[config.mk]
export PLATFORM = sky130hd
export DESIGN_NAME = fcu_unit
export DESIGN_NICKNAME = d
export VERILOG_FILES = /design/src/fcu_pkg.sv /design/src/fcu_lead_count.sv /design/src/fcu_unit.sv
export SDC_FILE = /design/constraint.sdc
export NUM_CORES = 1
export LEC_CHECK = 0
export BUFFER_PORTS_ARGS = -buffer_cell sky130_fd_sc_hd__buf_2
export CORE_MARGIN = 2
export CORE_UTILIZATION = 45
export CTS_CLUSTER_DIAMETER = 150
export DETAILED_ROUTE_END_ITERATION = 16
export SLEW_MARGIN = 0
export SYNTH_ARGS = -nofsm -noshare
export SYNTH_HDL_FRONTEND = slang
export SYNTH_SLANG_ARGS = --single-unit
[constraint.sdc]
create_clock -name mclk -period 15.6 [get_ports mclk]
set_input_delay 1.56 -clock mclk [delete_from_list [all_inputs] [get_ports mclk]]
set_output_delay 1.56 -clock mclk [all_outputs]
set_load 0.01 [all_outputs]
[src/fcu_pkg.sv]
package fcu_pkg;

    // Word geometry
    localparam int MAN_W       = 32;
    localparam int EXP_W       = 8;
    localparam int WEXP_W      = 10;               // Widened exponent for range checks
    localparam int LEAD_W      = 6;                // Holds a lead count of 1..32

    // Exponent codes
    localparam logic [7:0] EXP_ZERO = 8'h80;       // -128 marks a floating zero
    localparam logic [7:0] EXP_MAX  = 8'h7F;
    localparam int         EXP_MIN  = -127;        // Smallest exponent of a nonzero value

    // Integer conversion limits
    localparam int          FIX_EXP_MAX  = 30;
    localparam int          FIX_SHIFT    = 31;     // Right shift is this minus the exponent
    localparam int          FIX_SH_CLAMP = 33;     // Any shift beyond this only sign-fills
    localparam logic [31:0] INT_MAX      = 32'h7FFF_FFFF;
    localparam logic [31:0] INT_MIN      = 32'h8000_0000;
    localparam int          FLOAT_EXP    = 31;     // Integer seen as mantissa times 2^31

    // Rounding to single precision
    localparam int          RND_OFFS  = 24;
    localparam int          RND_POS   = FIX_SHIFT - RND_OFFS;   // Bit weight 2^(exp-24)
    localparam logic [31:0] SGL_MASK  = 32'hFFFF_FF00;          // Keeps 23 fraction bits
    localparam logic [31:0] SGL_POS_MAX = 32'h7FFF_FF00;
    localparam logic [31:0] EXT_NEG_MAX = 32'h8000_0000;

    // Operation codes
    typedef enum logic [3:0] {
        FCU_OP_NORM  = 4'b0001,
        FCU_OP_RND   = 4'b0010,
        FCU_OP_FIX   = 4'b0100,
        FCU_OP_FLOAT = 4'b1000
    } fcu_op_type;

    // Extended-precision word: exponent above mantissa
    typedef struct packed {
        logic [7:0]  exp;
        logic [31:0] man;
    } fcu_ext_type;

    typedef struct packed {
        logic        valid;
        fcu_op_type  op;
        fcu_ext_type opnd;
    } fcu_req_type;

    typedef struct packed {
        logic        valid;
        fcu_ext_type value;
        logic        ovf;
        logic        unf;
        logic        zero;
        logic        neg;
    } fcu_rsp_type;

    localparam fcu_rsp_type RSP_RESET = '0;

endpackage

[src/fcu_lead_count.sv]
`timescale 1ns/1ps

// Counts leading bits equal to the top bit, the top bit included
module fcu_lead_count
    import fcu_pkg::*;
#(
    parameter int W  = MAN_W,
    parameter int CW = LEAD_W
)
(
    // Operand
    input  wire logic [W-1:0]  value,
    // Result
    output logic      [CW-1:0] count
);

    // Refuse widths the counter cannot hold, at elaboration
    if (W < 2 || (1 << CW) <= W)
    begin : g_bad_width
        $error("fcu_lead_count: width parameters out of range");
    end

    // Priority search from just below the sign downward
    always_comb
    begin
        logic found;
        found = 1'b0;
        count = CW'(W);
        for (int i = W - 2; i >= 0; i--)
        begin
            if (!found && value[i] != value[W-1])
            begin
                count = CW'(W - 1 - i);
                found = 1'b1;
            end
        end
    end

endmodule // fcu_lead_count

[src/fcu_unit.sv]
`timescale 1ns/1ps

module fcu_unit
    import fcu_pkg::*;
(
    // Clock and reset
    input  wire logic  mclk,
    input  wire logic  reset_n,
    // Operation request from decode
    input  wire fcu_req_type req,
    // Registered result toward the register file
    output fcu_rsp_type rsp
);

    // Slices below are written for this geometry; other widths need new wiring
    // and a wider exponent to hold the worst shift without wrapping
    if (MAN_W != 32 || EXP_W != 8 || WEXP_W < EXP_W + 2 || (1 << LEAD_W) <= MAN_W)
    begin : g_bad_geometry
        $error("fcu_unit: package geometry not supported");
    end

    // Result register
    fcu_rsp_type rsp_reg;
    fcu_rsp_type rsp_next;

    // Shared normalizer operands
    logic [MAN_W-1:0]         norm_src_man;
    logic signed [WEXP_W-1:0] norm_src_exp;
    logic [LEAD_W-1:0]        norm_lead;

    // Source selection for the normalizer; FLOAT reuses it with a fixed exponent
    always_comb
    begin
        norm_src_man = req.opnd.man;
        norm_src_exp = WEXP_W'($signed(req.opnd.exp));
        if (req.op == FCU_OP_FLOAT)
            norm_src_exp = WEXP_W'(FLOAT_EXP);
    end

    // Leading sign bit count of the raw mantissa, no implied bit assumed
    fcu_lead_count #(
        .W  (MAN_W),
        .CW (LEAD_W)
    ) u_lead (
        .value (norm_src_man),
        .count (norm_lead)
    );

    // Datapath for all four operations
    always_comb
    begin
        logic [LEAD_W-1:0]        shift_n;
        logic [MAN_W:0]           ext33;
        logic [MAN_W:0]           sh33;
        logic signed [WEXP_W-1:0] exp_w;
        logic signed [MAN_W+1:0]  sum34;
        logic signed [MAN_W:0]    fix33;
        logic signed [MAN_W:0]    fix_sh;
        logic signed [WEXP_W-1:0] fix_amt;
        logic [31:0]              man_w;
        logic                     sgn;
        shift_n  = '0;
        ext33    = '0;
        sh33     = '0;
        exp_w    = '0;
        sum34    = '0;
        fix33    = '0;
        fix_sh   = '0;
        fix_amt  = '0;
        man_w    = '0;
        sgn      = req.opnd.man[MAN_W-1];
        rsp_next = RSP_RESET;
        rsp_next.valid = req.valid;

        unique case (req.op)
            FCU_OP_NORM, FCU_OP_FLOAT:
            begin
                // Full lead count puts the first nonsign bit on the implied position;
                // an all-ones word takes all 32 steps to reach 10.0
                shift_n = norm_lead;
                ext33 = {norm_src_man[MAN_W-1], norm_src_man};
                sh33  = ext33 << shift_n;
                exp_w = norm_src_exp - WEXP_W'(shift_n);
                if (norm_src_man == '0)
                begin
                    // Zero in gives the zero code, never a runaway shift
                    rsp_next.value.exp = EXP_ZERO;
                    rsp_next.value.man = '0;
                    rsp_next.zero      = 1'b1;
                end
                else if (exp_w < WEXP_W'(EXP_MIN))
                begin
                    // Too small to carry: flush to zero
                    rsp_next.value.exp = EXP_ZERO;
                    rsp_next.value.man = '0;
                    rsp_next.unf       = 1'b1;
                    rsp_next.zero      = 1'b1;
                end
                else
                begin
                    // Drop the redundant bit next to the sign
                    rsp_next.value.man = {sh33[MAN_W], sh33[MAN_W-2:0]};
                    rsp_next.value.exp = exp_w[EXP_W-1:0];
                    rsp_next.neg       = sh33[MAN_W];
                end
            end

            FCU_OP_RND:
            begin
                exp_w = WEXP_W'($signed(req.opnd.exp));
                // Two guard bits above the implied bit catch carry out
                sum34 = $signed({sgn, sgn, ~sgn, req.opnd.man[MAN_W-2:0]})
                      + $signed((MAN_W+2)'(1) << RND_POS);
                if (sum34[MAN_W+1] != sum34[MAN_W])
                begin
                    // Magnitude reached two: move right once
                    man_w = {sum34[MAN_W+1], sum34[MAN_W-1:1]};
                    exp_w = exp_w + WEXP_W'(1);
                end
                else if (sum34[MAN_W] == sum34[MAN_W-1])
                begin
                    // Negative value crossed to -1.0: move left once
                    man_w = {sum34[MAN_W], sum34[MAN_W-3:0], 1'b0};
                    exp_w = exp_w - WEXP_W'(1);
                end
                else
                begin
                    man_w = {sum34[MAN_W], sum34[MAN_W-2:0]};
                end
                if (req.opnd.exp == EXP_ZERO)
                begin
                    rsp_next.value.exp = EXP_ZERO;
                    rsp_next.value.man = '0;
                    rsp_next.zero      = 1'b1;
                end
                else if (exp_w > WEXP_W'($signed(EXP_MAX)))
                begin
                    // Exponent ran out: clamp to the largest single value
                    rsp_next.value.exp = EXP_MAX;
                    rsp_next.value.man = sgn ? EXT_NEG_MAX : SGL_POS_MAX;
                    rsp_next.ovf       = 1'b1;
                    rsp_next.neg       = sgn;
                end
                else if (exp_w < WEXP_W'(EXP_MIN))
                begin
                    // A left step from the smallest exponent would hit the zero code
                    rsp_next.value.exp = EXP_ZERO;
                    rsp_next.value.man = '0;
                    rsp_next.unf       = 1'b1;
                    rsp_next.zero      = 1'b1;
                end
                else
                begin
                    // Truncation after the add gives round-to-nearest
                    rsp_next.value.exp = exp_w[EXP_W-1:0];
                    rsp_next.value.man = man_w & SGL_MASK;
                    rsp_next.neg       = man_w[MAN_W-1];
                end
            end

            FCU_OP_FIX:
            begin
                exp_w   = WEXP_W'($signed(req.opnd.exp));
                fix33   = $signed({sgn, ~sgn, req.opnd.man[MAN_W-2:0]});
                fix_amt = WEXP_W'(FIX_SHIFT) - exp_w;
                // Very small exponents only leave the sign fill behind
                if (fix_amt > WEXP_W'(FIX_SH_CLAMP))
                    fix_amt = WEXP_W'(FIX_SH_CLAMP);
                fix_sh = fix33 >>> fix_amt[LEAD_W-1:0];
                rsp_next.value.exp = '0;
                if (req.opnd.exp == EXP_ZERO)
                begin
                    rsp_next.value.man = '0;
                    rsp_next.zero      = 1'b1;
                end
                else if (exp_w > WEXP_W'(FIX_EXP_MAX))
                begin
                    rsp_next.value.man = sgn ? INT_MIN : INT_MAX;
                    rsp_next.ovf       = 1'b1;
                    rsp_next.neg       = sgn;
                end
                else
                begin
                    rsp_next.value.man = fix_sh[MAN_W-1:0];
                    rsp_next.neg       = fix_sh[MAN_W-1];
                    rsp_next.zero      = (fix_sh[MAN_W-1:0] == '0);
                end
            end

            default:
            begin
                // Unknown code: no result is reported
                rsp_next.valid = 1'b0;
            end
        endcase
    end

    // Result register; every operation answers one edge after the request
    // Flags follow even with valid low, so the file must qualify them by valid
    always_ff @(posedge mclk)
    begin
        if (!reset_n)
            rsp_reg <= RSP_RESET;
        else
            rsp_reg <= rsp_next;
    end

    assign rsp = rsp_reg;

endmodule // fcu_unit

* Yosys cells after proc, flatten, opt, wreduce, memory -nomap -nowiden
Cells that the tools add are included.
** Word-level totals
- Register bits after elaboration :: 45
- Output and inout bits :: 45
- Word-level logic and storage cells :: 224
** Operators by class
- $add $sub $neg :: 5
- $lt $le $gt $ge :: 5
- Equal/unequal tests :: 38
- Shifts and indexed selects :: 2
- Mux-type cells :: 101
- Bitwise logic cells :: 1
- Reductions and logical operators :: 65
** Operator list (count)
- 2-to-1 mux 40 bit :: 5
- 2-to-1 mux 6 bit :: 33
- 2-to-1 mux 32 bit :: 5
- one-hot mux 40 bit (3 select lines) :: 1
- zero test 32 bit :: 2
- 2-to-1 mux 1 bit :: 45
- 2-to-1 mux 10 bit :: 4
- adder 33 x 9 -> 34 bit (second input constant) :: 1
- left shift 33 x 6 -> 33 bit :: 1
- >>> shifter 33 x 6 -> 32 bit :: 1
- inequality test 1 bit :: 32
- 2-to-1 mux 31 bit :: 1
- logical AND 1 bit :: 30
- zero test 1 bit :: 30
- less-than comparator 10 x 8 -> 1 bit (second input constant) :: 2
- greater-than comparator 10 x 8 -> 1 bit (second input constant) :: 1
- subtractor 10 x 6 -> 10 bit :: 1
- adder 8 x 2 -> 9 bit (second input constant) :: 1
- greater-than comparator 9 x 7 -> 1 bit (second input constant) :: 1
- subtractor 6 x 8 -> 9 bit (first input constant) :: 1
- subtractor 8 x 2 -> 9 bit (second input constant) :: 1
- equality test 8 bit (second input constant) :: 1
- greater-than comparator 8 x 6 -> 1 bit (second input constant) :: 1
- 2-to-1 mux 2 bit :: 4
- other kinds (11) :: 12

* Longest topological paths before layout
Gate-level depths: netlist of the first run.
- Depth in word-level cells :: 97
- Depth in mapped cells :: 27

* Hierarchy
From an unflattened synthesis of the first run, not the netlist that was laid out.
** Unflattened totals
- Cell total of the unflattened synthesis :: 1417
- Area, all modules :: 9431.5 um^2
** By module, submodules not included
- fcu_unit :: times used 1, cells an instance 1215, area an instance 8206.6 um^2, seq. area each 880.8 um^2
- fcu_lead_count :: times used 1, cells an instance 202, area an instance 1224.9 um^2, seq. area each 0.0 um^2

* Worst setup path before layout of the first run
OpenSTA, ideal clock, no wires.
- Path kind :: input port to flip-flop
- Start :: input port req[31] (netlist bit)
- End :: register rsp_reg (netlist bit rsp[34])
- Library setup time :: 0.122 ns
- Arrival time :: 7.194 ns
- Required time :: 15.478 ns
- Setup slack :: 8.284 ns
- Cell stages on the path :: 27
- Path buffers :: 8
- Cell sequence :: buf_2 > inv_1 > clkbuf_1 > buf_1 > ha_1 > or3_1 > o32ai_1 > and3_1 > clkbuf_1 > o211ai_1 > nand2_1 > inv_1 > buf_2 > buf_2 > ha_1 > a21oi_1 > and2_1 > clkbuf_1 > a21boi_0 > o21ai_0 > a32oi_1 > o311ai_0 > a21oi_1 > clkbuf_1 > nand2_1 > a211oi_1 > a311o_1
** On the way
- Cells in the longest elaborated chain, start to end :: 97
- Elaborated cells between the ends (all ways) :: 178
- Those cells by class :: add/sub (2); order compare (3); eq/ne (33); shift (2); mux (76); bitwise (1); reduce/logical (61)
** RTL lines
- from (decl) :: RTL line fcu_unit.sv:10 : input wire fcu_req_type req,
- inequality test 1 bit :: RTL line fcu_lead_count.sv:31 : if (!found && value[i] != value[W-1])
- 2-to-1 mux 1 bit :: RTL line fcu_lead_count.sv:31
- zero test 1 bit :: RTL line fcu_lead_count.sv:31
- logical AND 1 bit :: RTL line fcu_lead_count.sv:31
- 2-to-1 mux 1 bit :: RTL line fcu_lead_count.sv:31
- zero test 1 bit :: RTL line fcu_lead_count.sv:31
- logical AND 1 bit :: RTL line fcu_lead_count.sv:31
- 2-to-1 mux 1 bit :: RTL line fcu_lead_count.sv:31
- [81 not listed]
- zero test 1 bit :: RTL line fcu_lead_count.sv:31
- logical AND 1 bit :: RTL line fcu_lead_count.sv:31
- 2-to-1 mux 6 bit :: RTL line fcu_lead_count.sv:31
- subtractor 10 x 6 -> 10 bit :: RTL line fcu_unit.sv:83 : exp_w = norm_src_exp - WEXP_W'(shift_n);
- less-than comparator 10 x 8 -> 1 bit :: RTL line fcu_unit.sv:91 : else if (exp_w < WEXP_W'(EXP_MIN))
- 2-to-1 mux 40 bit :: RTL line fcu_unit.sv:91
- 2-to-1 mux 40 bit :: RTL line fcu_unit.sv:84 : if (norm_src_man == '0)
- one-hot mux 40 bit (3 select lines) (*) :: RTL line fcu_unit.sv:75 : unique case (req.op)
- to (signal assigned) :: RTL line fcu_unit.sv:205 : rsp_reg <= rsp_next;
- to (decl) :: RTL line fcu_unit.sv:23 : fcu_rsp_type rsp_reg;
Mark *: on every way between the ends. The rest lies on a longest branch, timed or not. The select of a mux whose other input is x is not followed.
A chain may end at the register's enable or synchronous reset.

* Worst setup path after layout of the first run
Ends and elaborated chain as after synthesis.

==> results of run 1 <==
-- metal layers --
metal,global-route usage (%),part of all wire (%),up-vias
li1,-,-,5258
met1,53.9,38,5570
met3,7.07,11,194
met4,23.2,6.7,0
met2,65.4,44,907
met5,0,0,-
-- final timing paths --
| kind | to | slack, ps | cells after the start |
|---|---|---|---|
| max | rsp[34] | 6340 | 21 |
| min | rsp[44] | 1450 | 2 |
-- cell type report --
cell class | count | share of cell area [%]
clock buffer | 5 | 1.26
tap | 270 | 3.39
timing repair buffer | 113 | 6.23
multi-input combinational | 1180 | 79.0
sequential | 44 | 8.85
clock inverter | 3 | 0.427
inverter | 23 | 0.867
-- cell usage in the layout, fill, tap and decap left out, types with 16 or more instances in the layout --
cell type	instances
nor2_1	120
o211ai_1	30
mux2i_1	104
buf_2	91
o22ai_1	29
or3_1	17
dfxtp_1	44
nor4_1	18
inv_1	21
nor3_1	32
nand4_1	16
a22oi_1	19
and2_1	19
o21a_1	17
mux2_2	27
ha_1	16
nand2b_1	16
buf_4	22
o21ai_0	92
a21oi_1	100
nand2_1	139
a211oi_1	30
xnor2_1	32
nand3_1	52
-- cell families (layout without fill, tap and decap cells) --
kind of cell	after synthesis	count (layout)	share of synthesized area, %
AO/OA/AOI/OAI	490	490	36.0
XOR/XNOR	42	42	4.03
adder cells (fa/ha/maj)	17	17	2.37
buffers and inverters	147	144	6.44
flip-flops	44	44	9.46
multiplexers	135	135	15.4
AND/OR/NAND/NOR	496	496	26.2
-- per-stage QoR --
step | std cells | cell area (um^2)
global route | 1638 | 9960
detailed placement | 1630 | 9790
floorplan | 1371 | 9310
global placement | 1630 | 9790
finish | 1638 | 9960
CTS | 1638 | 9960
-- report_power, final --
part           internal [mW]  switching [mW]  leakage (nW)
clock network         0.0753          0.0488        0.0798
registers              0.115        0.000657         0.355
logic                  0.112           0.244          3.36
==> reports/qor.yml, run 1 <==
logic_synthesis:
  synth-seq-cells: 44
  synth_top_area_share_pct: 11.2
  synth.net_count: 1435
  yosysTopAreaCell: "mux2i_1"
  synth_edf_count: 0
  ys_top_cells_by_count: "nand2_1 (139), nor2_1 (120), mux2i_1 (104)"
  synth.distinct_cells: 88
  yosysMostFrequentCell: "nand2_1"
  synth_area_leaders: "mux2i_1 (11%), dfxtp_1 (9.5%), nand2_1 (5.6%)"
  avgSynthCellArea_um2: 6.79
  synthCells: 1371
  synth_flop_cell: "dfxtp_1"
  synth_seq_area_share_pct: 9.46
  ys_warn_count: 0
  synth_area_um2: 9310
  async_flop_share_pct: 0
floorplanning:
  initial_utilization_pct: 46.0
  die_area_um2: 21800
  num_io_pins: 92
  core_um2: 20200
  row_count: 52
  fp.dieH_um: 148
  dieWidth_um: 148
timing:
  whs_ps: 1450
  worst_pin_slew_ps: 1270
  timing.final.crit_share_pct: 59.3
  max_slew_margin_pct: 15.3
  hold_viol_final: 0
  fmax_mhz: 108
  setup_viol: 0
  period_minus_slack_ps: 9260
  setup_ws_ps: 6340
  rsz0062_at_grt: "no"
  setup_tns_ps: 0
  drv_slew: 0
critical_path:
  start_kind: "input pin"
  crit_arrival_ps: 9500
  crit_path_end_kind: "flop"
  crit_buf_inv: 4
  critPathTopFamily: "compound AO/OA/AOI/OAI gates"
  cpPeakStageDelay_ps: 820
  crit_start: "req[31]"
  crit_chain: "buf_2 > inv_1 > ha_1 > or3_1 > o32ai_1 > and3_1 > o211ai_1 > nand2_1 > inv_1 > ha_1 > a21oi_1 > and2_1 > nor2_1 > a2111o_1 > a32oi_1 > o311ai_0 > buf_4 > a21oi_1 > nand2_1 > a211oi_1 > a311o_1"
  critPathMaxFanout: 24
  cp.required_ps: 15840
  worstSetupPathType: "input pin to flop"
  cp_slowest_cell: "nand2_1"
final_layout:
  regArea_um2: 881
  utilization_pct: 49.2
  multiInputGateArea_um2: 7870
  diodes: 0
  final_nets: 1431
  area_growth_pct: 7.00
  drive_above_1_share_pct: 13.4
  num-fill-cells: 2138
  largest_reg_flops: 44
route:
  vias_per_cell: 7.28
  wl_per_cell_um: 28.6
  drtPass1Iterations: 6
  route.detailed.drc: 0
  postRouteWirelength_um: 46900
  drt_iter0_drc: 1394
  vias: 11900
  antenna_left: 0
clock_network:
  htree_levels: 2
  cts-root-buf: "clkbuf_16"
  cts_tree: "built"
  ctsHoldBuffers: 0
  cts_sinks: 44
  numCtsBuffers: 5
  cts_resized: 0
  cts_max_path_buffers: 2
  post-cts-setup-buffers: 0
  clkTransAtPathRegs_ps: 70
placed_design:
  place.gp.congestion: 1.04
  place_hpwl_um: 35000
  io_buffers: 91
  dpl_worst_slack_ps: 6280
pwr:
  finalPower_mw: 0.594
  power_density_nw_per_um2: 59.7
  power.leakage_nw: 3.79
  ir_drop_uv: 33.3
job:
  maxCapViolations: 0
global_route:
  grt_pass1_vias: 10900
  grt_max_degree: 75
  antenna_found_initial: 0
  grt_pass1_wl_um: 69500
  track_usage_pct: 41.5
  overflow: 0
worst_hold_path:
  worstHoldStart: "req[44]"
  hp-class: "input pin to flop"
status:
  status: "finished clean"
Power figures use the tool's default switching activity.
==> inputs of run 2 (changes only) <==
- clock period: 15.6 -> 9.4 ns (I/O delays scaled with it)
==> run 2 against run 1 <==
Compared with the run above: sequential share of layout area about the same; final cell count increased by 0.18%; total power increased by 62%; count of clock-buffer cells in the layout increased by 3; global-route usage increased by 0.063 points; largest cell class unchanged; wire length decreased by 0.26%.
==> reports/qor.yml, run 2 (synthesis gave the netlist of run 1 again) <==
route:
  wl_per_cell_um: 28.5  # -0.44%
  antenna_left: 0  # unchanged
  vias: 12000  # +0.70%
  drtPass1Iterations: 6  # unchanged
  drt_iter0_drc: 1508  # +8.2%
  route.detailed.drc: 0  # unchanged
  vias_per_cell: 7.32  # +0.51%
  postRouteWirelength_um: 46800  # -0.26%
timing:
  max_slew_margin_pct: 20.5  # +5.2 points
  period_minus_slack_ps: 7860
  setup_tns_ps: 0  # unchanged
  whs_ps: 836  # -609 ps
  rsz0062_at_grt: "no"
  hold_viol_final: 0  # unchanged
  setup_ws_ps: 1540  # -4810 ps
  drv_slew: 0  # unchanged
  timing.final.crit_share_pct: 83.7
  fmax_mhz: 127
  worst_pin_slew_ps: 1190  # -78.1 ps
  setup_viol: 0  # unchanged
pwr:
  p_clk_share_pct: 19.2  # -1.7 points
  p_int_mw: 0.482  # +60%
  ir_drop_uv: 67.6  # +100%
  switchingPower_mw: 0.482  # +65%
  switching_share_pct: 50.0  # +0.70 points
  power.leakage_nw: 3.80  # +0.15%
  share_comb_of_total_power_pct: 61.0  # +1.3 points
  power_density_nw_per_um2: 96.9  # +62%
  seqPwrFrac_pct: 19.8  # +0.4 points
critical_path:
  crit_arrival_ps: 8110  # -1390 ps
  crit_path_end_kind: "flop"
  cp.required_ps: 9650  # -6190 ps
  crit_start: "req[31]"
  critPathMaxFanout: 36  # +50%
  start_kind: "input pin"
  worstSetupPathType: "input pin to flop"
clock_network:
  cts_sinks: 44  # unchanged
  numCtsBuffers: 5  # unchanged
  cts_max_path_buffers: 2  # unchanged
  clkTransAtPathRegs_ps: 70  # about the same
  cts_resized: 0  # unchanged
  htree_levels: 2  # unchanged
  cts-root-buf: "clkbuf_16"
  cts_tree: "built"
  ctsHoldBuffers: 0  # unchanged
  post-cts-setup-buffers: 0  # unchanged
global_route:
  grt_pass1_vias: 11000  # +1.2%
  overflow: 0  # unchanged
  grt_pass1_wl_um: 69200  # -0.49%
  track_usage_pct: 41.6  # +0.063 points
  antenna_found_initial: 0  # unchanged
  grt_max_degree: 41  # -45%
floorplanning:
  fp.dieH_um: 148  # unchanged
  num_io_pins: 92  # unchanged
  initial_utilization_pct: 46.0  # unchanged
  dieWidth_um: 148  # unchanged
  die_area_um2: 21800  # unchanged
  core_um2: 20200  # unchanged
  row_count: 52  # unchanged
placed_design:
  place_hpwl_um: 35100  # +0.36%
  place_inst: 1633  # +0.18%
  io_buffers: 91  # unchanged
  place.gp.congestion: 1.01  # -3.0%
  dpl_worst_slack_ps: 1510  # -4780 ps
final_layout:
  multiInputGateArea_um2: 7870  # unchanged
  final_common_cell: "nand2_1"
  area_growth_pct: 7.02  # about the same
  drive_above_1_share_pct: 13.4  # +0.044 points
  instances_no_fill: 1641  # +0.18%
  regArea_um2: 881  # unchanged
  diodes: 0  # unchanged
  largest_reg_flops: 44  # unchanged
  final_nets: 1434  # +0.21%
  num-fill-cells: 2173  # +1.6%
  layout_common_cells: "nand2_1 (139), nor2_1 (120), mux2i_1 (104), a21oi_1 (100), o21ai_0 (92)"
  utilization_pct: 49.2  # about the same
worst_hold_path:
  hp-class: "input pin to flop"
  worstHoldStart: "req[44]"
status:
  status: "finished clean"
job:
  maxCapViolations: 0  # unchanged
-- run 2: final timing paths --
| path | slack [ps] | depth (start not counted) | to |
|---|---|---|---|
| worst max-delay path | 1540 | 21 | rsp[34] |
| worst min-delay path | 840 | 2 | rsp[44] |
-- run 2: final cells by class --
type | instances | share of cell area (%)
clock buffer | 8 | 1.47
inverter | 23 | 0.867
multi-input combinational | 1180 | 79.0
sequential | 44 | 8.84
tap | 270 | 3.39
timing repair buffer | 116 | 6.46
-- run 2: worst max-delay path, cell delays in order --
cell	delay, ps
buf_2	480
inv_1	120
buf_4	260
ha_1	380
or3_1	350
o32ai_1	350
and3_1	390
o21a_1	150
or2_2	470
inv_2	400
fa_1	540
a21oi_1	320
xnor2_1	230
nor3_1	90
o211ai_1	220
nand4_1	140
o32a_1	410
a21oi_1	870
nand2_1	520
a211oi_1	310
a311o_1	150
-- run 2: power groups by stage --
| stage | clock network (mW) | logic (mW) | registers (mW) |
|---|---|---|---|
| floorplan | 0 | 0.378 | 0.197 |
| global placement | 0 | 0.564 | 0.196 |
| detailed placement | 0 | 0.559 | 0.196 |
| CTS | 0.183 | 0.562 | 0.191 |
| global route | 0.190 | 0.617 | 0.192 |
| finish | 0.185 | 0.589 | 0.191 |
-- run 2: through the flow --
step | area, um^2 | power, mW
after floorplan | 9310 | 0.576
after global placement | 9810 | 0.760
after detailed placement | 9810 | 0.754
after CTS | 9960 | 0.936
after global routing | 9960 | 0.999
final | 9960 | 0.965
-- run 2: routing by layer --
layer	track usage [%]	up-vias	routed length (um)
li1	-	5256	-
met1	54.3	5681	18100
met2	63.9	882	20300
met3	7.56	193	5140
met4	25.1	0	3260
met5	0	-	0
